[config.mk]
export PLATFORM = sky130hd
export DESIGN_NAME = ffcl_top
export DESIGN_NICKNAME = d
export VERILOG_FILES = /design/src/rtl/ffcl_pkg.sv /design/src/rtl/ffcl_top.sv
export SDC_FILE = /design/constraint.sdc
export NUM_CORES = 1
export LEC_CHECK = 0
export BUFFER_PORTS_ARGS = -buffer_cell sky130_fd_sc_hd__buf_2
export CAP_MARGIN = 30
export CORE_AREA = 2 2 189 191
export DETAILED_ROUTE_END_ITERATION = 16
export DIE_AREA = 0 0 191 193
export HOLD_SLACK_MARGIN = 0.08
export PLACE_DENSITY = 0.78
export SLEW_MARGIN = 20
export SYNTH_ARGS = -nofsm -noshare
export SYNTH_HDL_FRONTEND = slang
export SYNTH_SLANG_ARGS = --single-unit
[constraint.sdc]
create_clock -name aclk -period 2.5 [get_ports aclk]
set_input_delay 0.25 -clock aclk [delete_from_list [all_inputs] [get_ports aclk]]
set_output_delay 0.25 -clock aclk [all_outputs]
set_load 0.02 [all_outputs]
[src/rtl/ffcl_pkg.sv]
package ffcl_pkg;
	// ----------------------------------------
	// register map, byte addresses
	// ----------------------------------------
	localparam logic [7:0] REG_CTRL = 8'h00;
	localparam logic [7:0] REG_STATUS = 8'h04;
	localparam logic [7:0] REG_LOCK = 8'h08;
	localparam logic [7:0] REG_ADDR = 8'h0C;
	localparam logic [7:0] REG_WDATA = 8'h10;
	localparam logic [7:0] REG_CMD = 8'h14;
	// ----------------------------------------
	// field positions and reset values
	// ----------------------------------------
	localparam int ST_BUSY_BIT = 0;
	localparam int ST_REFUSED_BIT = 1;
	localparam int ST_IVALID_BIT = 2;
	localparam int ST_CVALID_BIT = 3;
	localparam int ST_PVALID_BIT = 4;
	localparam int ST_DBGLOCK_BIT = 5;
	localparam int ST_DBGMODE_BIT = 6;
	localparam int ADDR_INFO_BIT = 16;
	localparam int DBGLOCK_BIT = 31;
	localparam logic [1:0] CM_OFF = 2'h0;
	localparam logic [1:0] CM_CACHED = 2'h1;
	localparam logic [1:0] CM_PREFETCH = 2'h2;
	localparam logic [1:0] CM_REALTIME = 2'h3;
	localparam logic [1:0] CM_RESET = CM_CACHED;
	localparam logic [1:0] OP_NONE = 2'h0;
	localparam logic [1:0] OP_WRITE = 2'h1;
	localparam logic [1:0] OP_PAGE_ERASE = 2'h2;
	localparam logic [1:0] OP_MASS_ERASE = 2'h3;
	localparam logic [31:0] LOCK_RESET = 32'hFFFF_FFFF;
	// ----------------------------------------
	// flash geometry
	// ----------------------------------------
	localparam int PAGE_BITS = 10;
	localparam int NUM_PAGES = 32;
	localparam int WORD_BITS = 13;
	localparam logic [4:0] TOP_PAGE = 5'h1F;
	localparam logic [12:0] LOCK_WORD = 13'h1FFC;
	localparam logic [12:0] DBG_WORD = 13'h1FFF;
	localparam logic [15:0] PORT0_XADDR = 16'h7080;
	localparam logic [15:0] PORT1_XADDR = 16'h7090;
	localparam logic [15:0] INFO_XBASE = 16'h7800;
	localparam logic [15:0] XBANK_BASE = 16'h8000;
	// ----------------------------------------
	// timing
	// ----------------------------------------
	localparam int CLK_KHZ = 20000;
	localparam int ERASE_TIME_MS = 20;
	localparam int WRITE_TIME_US = 20;
	localparam int ERASE_CYC = ERASE_TIME_MS * CLK_KHZ;
	localparam int WRITE_CYC = (WRITE_TIME_US * CLK_KHZ + 999) / 1000;
	localparam logic [1:0] AXI_OKAY = 2'h0;
	localparam logic [1:0] AXI_SLVERR = 2'h2;
	typedef enum logic [1:0] {
		ST_IDLE = 2'h0,
		ST_FILL = 2'h1,
		ST_PREF = 2'h3,
		ST_BUSY = 2'h2
	} ffcl_state_t;
	typedef enum logic [2:0] {
		CK_NONE, CK_FLASH, CK_INFO, CK_PORT0, CK_PORT1
	} ffcl_ckind_t;
endpackage

[src/rtl/ffcl_top.sv]
// Chosen here: register access over AXI4-Lite and the address map.
`timescale 1ns/1ps
`default_nettype none
module ffcl_top import ffcl_pkg::*; #(
	parameter int ERASE_CYCLES = ERASE_CYC
) (
	input wire logic aclk,
	input wire logic aresetn,
	input wire logic ce,
	input wire logic s_axi_awvalid,
	output logic s_axi_awready,
	input wire logic [7:0] s_axi_awaddr,
	input wire logic s_axi_wvalid,
	output logic s_axi_wready,
	input wire logic [31:0] s_axi_wdata,
	input wire logic [3:0] s_axi_wstrb,
	output logic s_axi_bvalid,
	input wire logic s_axi_bready,
	output logic [1:0] s_axi_bresp,
	input wire logic s_axi_arvalid,
	output logic s_axi_arready,
	input wire logic [7:0] s_axi_araddr,
	output logic s_axi_rvalid,
	input wire logic s_axi_rready,
	output logic [31:0] s_axi_rdata,
	output logic [1:0] s_axi_rresp,
	input wire logic ifetch_req,
	input wire logic [14:0] ifetch_addr,
	output logic ifetch_rvalid,
	output logic [7:0] ifetch_rdata,
	input wire logic cread_req,
	input wire logic cread_extended_data_space,
	input wire logic [15:0] cread_addr,
	output logic cread_rvalid,
	output logic [7:0] cread_rdata,
	input wire logic [7:0] port0_in,
	input wire logic [7:0] port1_in,
	output logic fl_rd_req,
	output logic fl_rd_info,
	output logic [12:0] fl_rd_word,
	input wire logic fl_rd_valid,
	input wire logic [31:0] fl_rd_data,
	output logic fl_pgm_start,
	output logic [1:0] fl_pgm_op,
	output logic [16:0] fl_pgm_addr,
	output logic [31:0] fl_pgm_wdata,
	input wire logic debug_mode,
	input wire logic dbg_cmd_valid,
	input wire logic dbg_cmd_safe,
	output logic dbg_cmd_accept
);
	// ----------------------------------------
	// state
	// ----------------------------------------
	typedef struct packed {
		ffcl_state_t state;
		logic fill_c;
		logic fill_info;
		logic issued;
		logic [12:0] fill_word;
		logic [1:0] fill_lane;
		logic i_v;
		logic [12:0] i_word;
		logic [31:0] i_data;
		logic c_v;
		logic c_info;
		logic [12:0] c_word;
		logic [31:0] c_data;
		logic p_v;
		logic [12:0] p_word;
		logic [31:0] p_data;
		logic i_rvalid;
		logic [7:0] i_rdata;
		logic c_rvalid;
		logic [7:0] c_rdata;
		logic [1:0] mode;
		logic refused;
		logic [31:0] lock;
		logic [19:0] busy_cnt;
		logic [16:0] addr;
		logic [31:0] wdata;
		logic [1:0] op;
		logic pgm_start;
		logic aw_v;
		logic [7:0] aw_a;
		logic w_v;
		logic [31:0] w_d;
		logic bvalid;
		logic [1:0] bresp;
		logic rvalid;
		logic [31:0] rdata;
		logic [1:0] rresp;
	} ffcl_regs_t;

	localparam ffcl_regs_t REGS_RESET = '{
		state: ST_IDLE, mode: CM_RESET, lock: LOCK_RESET, bresp: AXI_OKAY, rresp: AXI_OKAY, default: '0
	};

	ffcl_regs_t s_r;
	ffcl_regs_t s_nxt;

	// ----------------------------------------
	// helpers
	// ----------------------------------------
	function automatic logic [7:0] byte_sel(input logic [31:0] w, input logic [1:0] lane);
		byte_sel = w[8 * lane +: 8];
	endfunction

	function automatic ffcl_ckind_t cdecode(input logic xd, input logic [15:0] a);
		if (!xd) begin
			cdecode = a < XBANK_BASE ? CK_FLASH : CK_NONE;
		end else if (a == PORT0_XADDR) begin
			cdecode = CK_PORT0;
		end else if (a == PORT1_XADDR) begin
			cdecode = CK_PORT1;
		end else if (a >= XBANK_BASE) begin
			cdecode = CK_FLASH;
		end else if (a >= INFO_XBASE) begin
			cdecode = CK_INFO;
		end else begin
			cdecode = CK_NONE;
		end
	endfunction

	// page lock check; the lock page itself needs debug mode
	function automatic logic page_locked(input logic [31:0] lk, input logic [4:0] pg, input logic dm);
		if (pg == TOP_PAGE) begin
			page_locked = !dm;
		end else begin
			page_locked = !lk[pg];
		end
	endfunction

	ffcl_ckind_t ck;
	logic [12:0] c_wd;
	logic c_inf;
	logic cache_on;
	logic [4:0] cmd_page;
	logic cmd_bad;
	logic wr_go;
	logic [1:0] wr_op;

	always_comb begin
		ck = cdecode(cread_extended_data_space, cread_addr);
		c_inf = ck == CK_INFO;
		c_wd = c_inf ? {4'h0, cread_addr[10:2]} : cread_addr[14:2];
		// disabled and real-time modes never hit, so every fetch costs the same
		cache_on = s_r.mode == CM_CACHED || s_r.mode == CM_PREFETCH;
		cmd_page = s_r.addr[PAGE_BITS +: 5];
		wr_go = s_r.aw_v && s_r.w_v && !s_r.bvalid;
		wr_op = s_r.w_d[1:0];
		case (wr_op)
			OP_WRITE: cmd_bad = s_r.addr[ADDR_INFO_BIT] || page_locked(s_r.lock, cmd_page, debug_mode);
			OP_PAGE_ERASE: cmd_bad = s_r.addr[ADDR_INFO_BIT] || page_locked(s_r.lock, cmd_page, debug_mode);
			OP_MASS_ERASE: cmd_bad = !debug_mode;
			default: cmd_bad = 1'b1;
		endcase
	end

	// ----------------------------------------
	// next state
	// ----------------------------------------
	always_comb begin
		s_nxt = s_r;
		s_nxt.pgm_start = 1'b0;
		s_nxt.i_rvalid = 1'b0;
		s_nxt.c_rvalid = 1'b0;

		// register bus
		if (s_axi_awvalid && !s_r.aw_v) begin
			s_nxt.aw_v = 1'b1;
			s_nxt.aw_a = s_axi_awaddr;
		end
		if (s_axi_wvalid && !s_r.w_v) begin
			s_nxt.w_v = 1'b1;
			s_nxt.w_d = s_axi_wdata;
		end
		if (s_r.bvalid && s_axi_bready) begin
			s_nxt.bvalid = 1'b0;
		end
		if (wr_go) begin
			s_nxt.aw_v = 1'b0;
			s_nxt.w_v = 1'b0;
			s_nxt.bvalid = 1'b1;
			s_nxt.bresp = AXI_OKAY;
			unique case (s_r.aw_a)
				REG_CTRL: if (s_axi_wstrb[0]) s_nxt.mode = s_r.w_d[1:0];
				REG_STATUS: if (s_axi_wstrb[0] && s_r.w_d[ST_REFUSED_BIT]) s_nxt.refused = 1'b0;
				REG_LOCK: ;
				REG_ADDR: s_nxt.addr = s_r.w_d[16:0];
				REG_WDATA: s_nxt.wdata = s_r.w_d;
				REG_CMD: begin
					if (s_r.state == ST_BUSY || cmd_bad) begin
						s_nxt.refused = 1'b1;
					end else begin
						s_nxt.op = wr_op;
					end
				end
				default: s_nxt.bresp = AXI_SLVERR;
			endcase
		end
		if (s_r.rvalid && s_axi_rready) begin
			s_nxt.rvalid = 1'b0;
		end
		if (s_axi_arvalid && !s_r.rvalid) begin
			s_nxt.rvalid = 1'b1;
			s_nxt.rresp = AXI_OKAY;
			s_nxt.rdata = '0;
			unique case (s_axi_araddr)
				REG_CTRL: s_nxt.rdata[1:0] = s_r.mode;
				REG_STATUS: begin
					s_nxt.rdata[ST_BUSY_BIT] = s_r.state == ST_BUSY;
					s_nxt.rdata[ST_REFUSED_BIT] = s_r.refused;
					s_nxt.rdata[ST_IVALID_BIT] = s_r.i_v;
					s_nxt.rdata[ST_CVALID_BIT] = s_r.c_v;
					s_nxt.rdata[ST_PVALID_BIT] = s_r.p_v;
					s_nxt.rdata[ST_DBGLOCK_BIT] = s_r.lock[DBGLOCK_BIT];
					s_nxt.rdata[ST_DBGMODE_BIT] = debug_mode;
				end
				REG_LOCK: s_nxt.rdata = s_r.lock;
				REG_ADDR: s_nxt.rdata[16:0] = s_r.addr;
				REG_WDATA: s_nxt.rdata = s_r.wdata;
				REG_CMD: s_nxt.rdata[1:0] = s_r.op;
				default: s_nxt.rresp = AXI_SLVERR;
			endcase
		end

		// fetch path and programming
		unique case (s_r.state)
			ST_IDLE: begin
				if (s_r.op != OP_NONE) begin
					s_nxt.state = ST_BUSY;
					s_nxt.pgm_start = 1'b1;
					s_nxt.busy_cnt = s_r.op == OP_WRITE ? 20'(WRITE_CYC) : 20'(ERASE_CYCLES);
				end else if (cread_req && !s_r.c_rvalid) begin
					s_nxt.fill_lane = cread_addr[1:0];
					if (ck == CK_PORT0 || ck == CK_PORT1 || ck == CK_NONE) begin
						s_nxt.c_rvalid = 1'b1;
						s_nxt.c_rdata = ck == CK_PORT0 ? port0_in : ck == CK_PORT1 ? port1_in : 8'h00;
					end else if (cache_on && s_r.c_v && s_r.c_word == c_wd && s_r.c_info == c_inf) begin
						s_nxt.c_rvalid = 1'b1;
						s_nxt.c_rdata = byte_sel(s_r.c_data, cread_addr[1:0]);
					end else begin
						s_nxt.state = ST_FILL;
						s_nxt.fill_c = 1'b1;
						s_nxt.fill_info = c_inf;
						s_nxt.fill_word = c_wd;
						s_nxt.issued = 1'b0;
					end
				end else if (ifetch_req && !s_r.i_rvalid) begin
					s_nxt.fill_lane = ifetch_addr[1:0];
					if (cache_on && s_r.i_v && s_r.i_word == ifetch_addr[14:2]) begin
						s_nxt.i_rvalid = 1'b1;
						s_nxt.i_rdata = byte_sel(s_r.i_data, ifetch_addr[1:0]);
					end else if (s_r.mode == CM_PREFETCH && s_r.p_v && s_r.p_word == ifetch_addr[14:2]) begin
						s_nxt.i_v = 1'b1;
						s_nxt.i_word = s_r.p_word;
						s_nxt.i_data = s_r.p_data;
						s_nxt.p_v = 1'b0;
						s_nxt.i_rvalid = 1'b1;
						s_nxt.i_rdata = byte_sel(s_r.p_data, ifetch_addr[1:0]);
					end else begin
						s_nxt.state = ST_FILL;
						s_nxt.fill_c = 1'b0;
						s_nxt.fill_info = 1'b0;
						s_nxt.fill_word = ifetch_addr[14:2];
						s_nxt.issued = 1'b0;
					end
				end
			end
			ST_FILL: begin
				s_nxt.issued = 1'b1;
				if (s_r.issued && fl_rd_valid) begin
					s_nxt.state = ST_IDLE;
					if (s_r.fill_c) begin
						s_nxt.c_v = 1'b1;
						s_nxt.c_info = s_r.fill_info;
						s_nxt.c_word = s_r.fill_word;
						s_nxt.c_data = fl_rd_data;
						s_nxt.c_rvalid = 1'b1;
						s_nxt.c_rdata = byte_sel(fl_rd_data, s_r.fill_lane);
					end else begin
						s_nxt.i_v = 1'b1;
						s_nxt.i_word = s_r.fill_word;
						s_nxt.i_data = fl_rd_data;
						s_nxt.i_rvalid = 1'b1;
						s_nxt.i_rdata = byte_sel(fl_rd_data, s_r.fill_lane);
						// run ahead one word only in prefetch mode; costs wasted reads
						if (s_r.mode == CM_PREFETCH && s_r.fill_word != DBG_WORD) begin
							s_nxt.state = ST_PREF;
							s_nxt.fill_word = s_r.fill_word + 13'h1;
							s_nxt.issued = 1'b0;
						end
					end
				end
			end
			ST_PREF: begin
				s_nxt.issued = 1'b1;
				if (s_r.issued && fl_rd_valid) begin
					s_nxt.state = ST_IDLE;
					s_nxt.p_v = 1'b1;
					s_nxt.p_word = s_r.fill_word;
					s_nxt.p_data = fl_rd_data;
				end
			end
			ST_BUSY: begin
				s_nxt.busy_cnt = s_r.busy_cnt - 20'h1;
				if (s_r.busy_cnt == 20'h1) begin
					s_nxt.state = ST_IDLE;
					s_nxt.op = OP_NONE;
					s_nxt.i_v = 1'b0;
					s_nxt.c_v = 1'b0;
					s_nxt.p_v = 1'b0;
					// flash bits only clear on write; erase of the top page sets them
					if (s_r.op == OP_MASS_ERASE || (s_r.op == OP_PAGE_ERASE && cmd_page == TOP_PAGE)) begin
						s_nxt.lock = LOCK_RESET;
					end else if (s_r.op == OP_WRITE && s_r.addr[14:2] == LOCK_WORD) begin
						s_nxt.lock[DBGLOCK_BIT - 1:0] = s_r.lock[DBGLOCK_BIT - 1:0] & s_r.wdata[DBGLOCK_BIT - 1:0];
					end else if (s_r.op == OP_WRITE && s_r.addr[14:2] == DBG_WORD) begin
						s_nxt.lock[DBGLOCK_BIT] = s_r.lock[DBGLOCK_BIT] & s_r.wdata[DBGLOCK_BIT];
					end
				end
			end
		endcase
	end

	// state holds while ce is low, so sleep loses nothing and needs no restore
	always_ff @(posedge aclk) begin
		if (!aresetn) begin
			s_r <= REGS_RESET;
		end else if (ce) begin
			s_r <= s_nxt;
		end
	end

	// ----------------------------------------
	// outputs
	// ----------------------------------------
	assign s_axi_awready = !s_r.aw_v;
	assign s_axi_wready = !s_r.w_v;
	assign s_axi_bvalid = s_r.bvalid;
	assign s_axi_bresp = s_r.bresp;
	assign s_axi_arready = !s_r.rvalid;
	assign s_axi_rvalid = s_r.rvalid;
	assign s_axi_rdata = s_r.rdata;
	assign s_axi_rresp = s_r.rresp;
	assign ifetch_rvalid = s_r.i_rvalid;
	assign ifetch_rdata = s_r.i_rdata;
	assign cread_rvalid = s_r.c_rvalid;
	assign cread_rdata = s_r.c_rdata;
	assign fl_rd_req = (s_r.state == ST_FILL || s_r.state == ST_PREF) && !s_r.issued;
	assign fl_rd_info = s_r.fill_info;
	assign fl_rd_word = s_r.fill_word;
	assign fl_pgm_start = s_r.pgm_start;
	assign fl_pgm_op = s_r.op;
	assign fl_pgm_addr = s_r.addr;
	assign fl_pgm_wdata = s_r.wdata;
	assign dbg_cmd_accept = dbg_cmd_valid && (s_r.lock[DBGLOCK_BIT] || dbg_cmd_safe);
endmodule
`default_nettype wire

# Word-level counts from Yosys, hierarchy flattened
# Cells that the tools add are included.
# Widths: inputs -> output; s select.
classes:
  order_cmp: 4
  n_bitwise: 3
  addsub: 2
  n_reduce_logical: 91
  n_eq_ne: 67
  shift: 4
  n_mux: 94
ops:
  columns: ["cell", "count"]
  rows:
  - ["$mux 46", 5]
  - ["$shiftx 32x6->8", 4]
  - ["$mux 18", 6]
  - ["$mux 93", 1]
  - ["$mux 9", 10]
  - ["$pmux 45 s2", 1]
  - ["$mux 66", 1]
  - ["$mux 62", 1]
  - ["$mux 47", 1]
  - ["$mux 14", 3]
  - ["$mux 20", 2]
  - ["$pmux 20 s2", 1]
  - ["$eq 13x13->1", 3]
  - ["$ne 2x2->1 const B", 19]
  - ["$pmux 18 s2", 1]
  - ["$mux 35", 1]
  - ["$mux 33", 1]
  - ["$eq 16x15->1 const B", 2]
  - ["$eq 8x4->1 const B", 4]
  - ["$eq 8x5->1 const B", 4]
  - ["$mux 32", 1]
  - ["$and 31x31->31", 1]
  - ["$mux 31", 1]
  - ["$mux 2", 15]
  - ["53 further kinds", 176]
totals:
  ff_bits: 364
  word_cells: 303
  input_bits: 146
  out_inout_bits: 127

# Logic depth before layout (Yosys ltp)
# Gate-level depths: netlist of run 1.
depth:
  ltp_word: 16
  mapped_depth: 11

# Least setup slack after synthesis of run 1
# No wires, ideal clock.
synth_path:
  kind: "register to register"
  start: "register s_r[141] in the netlist's numbering"
  end: "register s_r[363] in the netlist's numbering"
  path_stages_with_launch: 9
  slack_ns: 0.054
  required_ns: 2.378
  t_arrival_ns: 2.324
  cell_sequence: "dfxtp_1 -> or4_4 -> or4_4 -> buf_6 -> nor3_4 -> o21a_2 -> o311ai_1 -> or3_1 -> o311a_1"
synth_via:
  elab_chain_len: 3
synth_lines:
  columns: ["item", "line", "rtl"]
  rows:
  - ["start: declaration", "ffcl_top.sv:99", "ffcl_regs_t s_r;"]
  - ["start signal: assignment", "ffcl_top.sv:332", "s_r <= s_nxt;"]
  - ["$eq 20x1->1", "ffcl_top.sv:308", "if (s_r.busy_cnt == 20'h1) begin"]
  - ["$ne 2x1->1 (no source line)", null, null]
  - ["$reduce_and 9->1 (no source line)", null, null]
# Every way passes these cells.
# A chain may end at the register's enable or synchronous reset.

# Worst setup path after layout of run 1
layout_path:
  start: "register s_r[142] in the netlist's numbering"
  end: "register s_r[363] in the netlist's numbering"
# Same word-level chain as after synthesis.

==> key figures, run 1 <==
Placement
  – Placed cells: about 2,700
  – Dpl hpwl: approximately 38,000 um
  – RePlAce Congestion: between 0.9 and 1
  – PortBufs: about 270

Critical path
  – Worst setup SP type: flop
  – R2R Setup Slk: -5 ps
  – Worst Path Max Fanout: 6
  – Setup crit start: s_r[142]
  – Slowest cell on crit path: or4_4
  – Worst R2R Path Depth: 7
  – Worst setup path class: reg -> reg
  – Worst r2r dst: s_r[363]
  – CP Data Required Time: around 2900 ps
  – Crit path capture type: flop
  – CP dominant cell by count: or4_4
  – Crit path max-delay family: simple AND/OR/NAND/NOR gates
  – Critical-path cell list: or4_4 -> or4_4 -> nor3_4 -> o21a_2 -> o311ai_2 -> or3_1 -> o311a_1
  – Reg-to-Reg Start: s_r[142]
  – Critical path buffer and inverter count: 0
  – Crit path DAT: roughly 2900 ps
  – CP max stage delay: about 560 ps

Synth
  – Top_reg_cell synth: dfxtp_1
  – Syn. warnings: 0
  – Post-synth cell types: between 70 and 80
  – Syn_area_per_cell: about 8.4 um2
  – Synth Cell Area: 17,900 um2
  – Number of enable flip-flop cells after synthesis: 0
  – Mapped Cells: 2,145
  – Seq/Total Area, Yosys: 0.404
  – Ys async rst share: 0
  – Post-synthesis register bit count: around 360

STA
  – Finish-stage setup viols: 1
  – Rel. slew slack: 0.460
  – Setup TNS: -4.56 ps
  – Tightest Pin Transition: between 800 and 900 ps
  – Clock skew: 18.0 ps
  – RSZ-0062 raised after global routing: yes
  – Final Hold Fails: 0
  – Worst setup margin: -4.56 ps
  – Final Hold Slack: 113 ps
  – Max Fclk: roughly 400 MHz
  – Fin crit period: between 2000 and 3000 ps
  – Fin crit share: 1.00
  – Slew Viols, Final: 0

Min path
  – Worst hold start: aresetn
  – Hold crit path type: in -> reg
  – End of the worst hold path: s_r[340]
  – Hold Crit Depth: 2

Cells and area
  – Post-Route Utilization: 0.617
  – Commonest cells after routing, fill and taps aside: nand2_1, dfxtp_1, buf_2
  – Fraction of layout cells with a size suffix above 1: 0.219
  – Commonest non-fill, non-tap cell in the layout: nand2_1
  – Synth-to-layout area growth: 20.4%
  – Final non-filler cell total: between 2,000 and 3,000
  – Nets: roughly 2,500

Die
  – Row count: a little under 70
  – Area of the core: roughly 35,000 um2
  – DIE HEIGHT: between 150 and 200 um
  – Starting density of the core: 0.513
  – # IOs: around 270
  – Die width: 191 um
  – Die Area: around 37,000 um2

GRT
  – Number of global-route vias before repair: 16,200
  – Initial antenna violation count: 2
  – Wire length of the first global-routing pass: between 80,000 and 90,000 um
  – Largest net degree at the start of global routing: roughly 100
  – Tot GR Track Use: 0.295
  – GRT Residual Overflow: 0

Detailed routing
  – First drt pass iteration count: 5
  – Routed wire length: 56,700 um
  – Antenna viol nets, final: 0
  – Residual DRC: 0
  – Wire length per cell: around 20 um
  – Routed vias: approximately 17,000
  – Routed vias/inst: 5.92
  – Initial drt markers: about 1,400

CTS
  – Reg clk slew, reported paths: about 60 ps
  – Root buffer cell: clkbuf_16
  – Num CTS Buffers: 40
  – Skew-Pair Late Insertion Delay: 530 ps
  – CTS tree: yes
  – Maximum buffer depth of the clock tree: 3
  – Max H-tree Level: 2
  – Clock Sinks: between 300 and 400

Power and ir drop
  – Peak supply drop: approximately 0.5 mV
  – Power Dens Cells: between 700 and 800 nW/um2
  – LEAKAGE: around 8.4 nW
  – Total power: about 0.015 W

Run
  – Maximum Capacitance Violations: 0

Run status
  – Status: finished, violations left
  – Failing checks: negative setup slack
-- routing by layer --
metal | routed length [um] | up-vias | share of wire | track usage
met5 | 0 | - | 0 | 0
met3 | 5260 | 143 | 0.093 | 0.0534
met4 | 2150 | 0 | 0.038 | 0.122
met1 | 21600 | 8060 | 0.38 | 0.366
met2 | 27700 | 869 | 0.49 | 0.508
li1 | - | 7872 | - | -
-- through the flow --
stage               setup WS (ps)  instance area (um2)
floorplan                    54.3                17900
global placement             65.9                19200
detailed placement          -5.71                19200
CTS                         0.544                21300
global route                -68.5                21600
finish                      -4.56                21600
-- logic make-up (layout without fill, tap and decap cells) --
logic type	count (synthesis)	count (layout)	share of synthesized area
simple gates	787	787	0.194
compound gates	541	541	0.201
flops	362	362	0.404
buf+inv	294	546	0.0880
mux	102	102	0.0821
xor+xnor	48	48	0.0234
fa+ha+maj	10	10	0.00698
other cells	1	4	0.000209
-- worst max path at each step --
stage,depth (start not counted),to
2_1_floorplan,8,s_r[363]
3_3_place_gp,7,fl_pgm_op[1]
3_5_place_dp,8,s_r[362]
4_1_cts,7,s_r[156]
5_1_grt,7,s_r[363]
6_report,7,s_r[363]
-- synth_stat cells, types with 18 or more instances --
master / n / area, um2
dfxtp_1: 362 / 7250
a21boi_0: 66 / 495
a211oi_1: 41 / 308
xnor2_1: 21 / 184
clkbuf_1: 135 / 507
nor2_1: 118 / 443
nor3_1: 24 / 120
a22oi_1: 60 / 450
mux2i_1: 65 / 651
o21ai_0: 83 / 415
mux4_2: 36 / 811
nand2_1: 471 / 1770
a221oi_1: 19 / 166
nor2b_1: 38 / 238
o211a_1: 20 / 200
buf_4: 120 / 901
inv_1: 24 / 90.1
xor2_1: 27 / 236
nor4_1: 18 / 113
a31oi_1: 19 / 119
a21oi_1: 152 / 761
nand3_1: 25 / 125
-- registers in the layout, indices dropped and copies added, names as in the netlist, 2 cells and up --
| name | count |
|---|---|
| s_r | 242 |
| fl_pgm_wdata | 32 |
| s_axi_rdata | 32 |
| fl_pgm_addr | 17 |
| fl_rd_word | 13 |
| cread_rdata | 8 |
| ifetch_rdata | 8 |
| fl_pgm_op | 2 |
-- area by class of cell --
type                    instances  area [um2]
repair buffers                450        3080
diodes                          2        5.00
fillers                      2968       13400
clock inverters                15         163
clock buffers                  56        1160
inverters                      25         100
flip-flops and latches        362        7250
well taps                     461         577
multi-input cells            1490        9240
-- power by group --
group          internal, W  leakage, nW  switching [W]
clock network      0.00356        0.654        0.00242
logic              0.00121         4.85        0.00173
registers          0.00610         2.94       0.000238
total               0.0109         8.44        0.00438
-- what timing repair did --
| item | in CTS | in global routing |
|---|---|---|
| hold buffers | 75 | 0 |
| setup buffers | 0 | 8 |
| setup endpoints to repair | 3 | 103 |
| gates cloned | 0 | 3 |
| endpoints found under the hold margin | 107 | 0 |
| pin swaps | 1 | 10 |
| resized for setup | 2 | 44 |
-- worst reg2reg max path, delay by kind of cell, from the launching register on --
kind            cells  cell delay (ps)
simple gates        4             1640
flops               1              320
compound gates      3              450
Note: power is estimated with default switching activity, not from simulation.
==> run 2, diff against run 1 <==
CELL_PAD_IN_SITES_DETAIL_PLACEMENT = 1   (was not set)
CELL_PAD_IN_SITES_GLOBAL_PLACEMENT = 2   (was not set)
CORE_AREA = 2 2 244 246   (was 2 2 189 191)
DIE_AREA = 0 0 246 248   (was 0 0 191 193)
==> run 2 against run 1 <==
Effect of this change:
- the flow now finishes without violations
- first-iteration DRC count decreased by 36%
- core utilization decreased by 24 points
- final cell count up 11%
- register-to-register slack better by 50 ps
- wire length up 17%
- critical path depth is the same
- final area is 2.5% higher
- critical path type unchanged
- largest cell class unchanged
- largest power group unchanged
==> key figures, run 2 (synthesis gave the netlist of run 1 again) <==
Power and ir drop
  – LEAKAGE: ~8.6 nW
  – Power Dens Cells: between 700 and 800 nW/um2
  – Total power: 0.0156 W
  – Peak supply drop: between 0.3 and 0.4 mV

Critical path
  – Crit path max-delay family: simple AND/OR/NAND/NOR gates
  – Setup crit start: s_r[141]
  – CP Depth: 7
  – Worst setup path class: reg -> reg
  – Critical path buffer and inverter count: 0
  – CP Data Required Time: between 2000 and 3000 ps
  – Critical-path cell list: or4_4 -> or4_4 -> nor3_4 -> o21a_2 -> o311ai_2 -> or3_1 -> o311a_1
  – Reg-to-Reg Start: s_r[141]
  – Worst r2r dst: s_r[363]
  – Worst Path Max Fanout: 6
  – Crit path capture type: flop
  – Worst R2R Path Depth: 7
  – CP endpoint: s_r[363]
  – CP dominant cell by count: or4_4
  – Slowest cell on crit path: or4_4
  – CP max stage delay: ~540 ps
  – R2R Setup Slk: between 40 and 50 ps
  – Crit path DAT: approximately 2900 ps
  – Worst setup SP type: flop

STA
  – Final Hold Fails: 0
  – RSZ-0062 raised after global routing: yes
  – Clock skew: between 9 and 10 ps
  – Fin crit period: about 2500 ps
  – Max Fclk: roughly 400 MHz
  – Finish-stage setup viols: 0
  – Slew Viols, Final: 0
  – Rel. slew slack: 0.445
  – Fin crit share: 0.982
  – Tightest Pin Transition: approximately 830 ps

Detailed routing
  – Routed vias/inst: 5.27
  – Routed vias: approximately 17,000
  – Residual DRC: 0
  – Routed wire length: 66,400 um
  – Antenna viol nets, final: 0
  – Wire length per cell: around 21 um
  – First drt pass iteration count: 5
  – Initial drt markers: approximately 890

Cells and area
  – Final non-filler cell total: around 3,200
  – Commonest non-fill, non-tap cell in the layout: nand2_1
  – Synth-to-layout area growth: 23.3%
  – Multi-input gate area: about 9000 um2
  – Nets: approximately 2,500
  – Filler cell count: roughly 6,900
  – FF+latch area: 7260 um2
  – Fraction of layout cells with a size suffix above 1: 0.220
  – Largest register FFs: about 240
  – Most flops, register: s_r
  – Commonest cells after routing, fill and taps aside: nand2_1, dfxtp_1, buf_2

CTS
  – Maximum buffer depth of the clock tree: 3
  – Reg clk slew, reported paths: ~60 ps
  – Skew-Pair Late Insertion Delay: roughly 570 ps
  – Root buffer cell: clkbuf_16
  – CTS tree: yes
  – Num CTS Buffers: 43
  – Max H-tree Level: 2
  – Clock Sinks: around 360

Run
  – Maximum Capacitance Violations: 0

Die
  – Die width: approximately 250 um
  – Row count: between 80 and 90
  – # IOs: between 200 and 300
  – DIE HEIGHT: approximately 250 um
  – Die Area: between 60,000 and 70,000 um2
  – Starting density of the core: 0.307
  – Area of the core: around 60,000 um2

GRT
  – Initial antenna violation count: 2
  – Number of global-route vias before repair: 17,200
  – Wire length of the first global-routing pass: 101,000 um
  – Largest net degree at the start of global routing: 100
  – GRT Residual Overflow: 0
  – Tot GR Track Use: 0.212

Placement
  – Dpl hpwl: approximately 47,000 um
  – PortBufs: about 270
  – RePlAce Congestion: around 0.86
  – Placed cells: a little over 3,000

Min path
  – Hold crit path type: in -> reg

Run status
  – Status: finished clean
## run 2: per-stage QoR
stage | hold slack [ps] | cell area [um2] | setup WS (ps) | setup TNS, ps | util
4_1_cts | 128 | 22000 | 3.05 | 0 | 0.377
5_1_grt | 165 | 22100 | -30.9 | -80.5 | 0.378
3_3_place_gp | 439 | 19900 | 29.0 | 0 | 0.340
2_1_floorplan | 386 | 17900 | 54.3 | 0 | -
3_5_place_dp | 448 | 19900 | -61.9 | -271 | 0.340
6_report | 153 | 22100 | 46.0 | 0 | 0.378
## run 2: repair_timing
action / CTS / global route
gates cloned: 1 / 0
resized for setup: 8 / 21
setup buffers: 3 / 1
setup endpoints to repair: 20 / 82
hold endpoints to repair: 108 / 0
pin swaps: 4 / 7
hold buffers: 75 / 0
## run 2: layer usage
metal	wire, um	GRT usage	vias to the layer above
li1	-	-	7876
met1	28000	0.264	8359
met2	33100	0.378	445
met3	3440	0.0274	96
met4	1810	0.0702	2
met5	11	0	-
## run 2: worst min path at each step
stage / start / slack [ps] / endpoint / cells past startpoint
finish: aresetn / 150 / fl_rd_word[0] / 3
CTS: port0_in[3] / 130 / cread_rdata[3] / 5
floorplan: fl_rd_data[0] / 390 / s_r[251] / 2
global placement: s_r[256] / 440 / s_r[256] / 2
detailed placement: s_r[276] / 450 / s_r[276] / 2
global route: aresetn / 160 / fl_rd_word[0] / 3
## run 2: report_power, final
group | internal, W | switching, W
sequential | 0.00610 | 0.000238
combinational | 0.00120 | 0.00176
clock | 0.00379 | 0.00252
total | 0.0111 | 0.00452
## run 2: cell type report
type | instances | share of cell area
multi-input cells | 1490 | 0.416
flip-flops and latches | 362 | 0.328
repair buffers | 462 | 0.145
clock buffers | 60 | 0.0571
well taps | 773 | 0.0437
clock inverters | 10 | 0.00566
inverters | 25 | 0.00436
diodes | 1 | 0.000113
## run 2: worst register-to-register path: stages, from the launching register on
cell	delay, ps
dfxtp_1	310
or4_4	540
or4_4	500
nor3_4	220
o21a_2	180
o311ai_2	130
or3_1	340
o311a_1	130
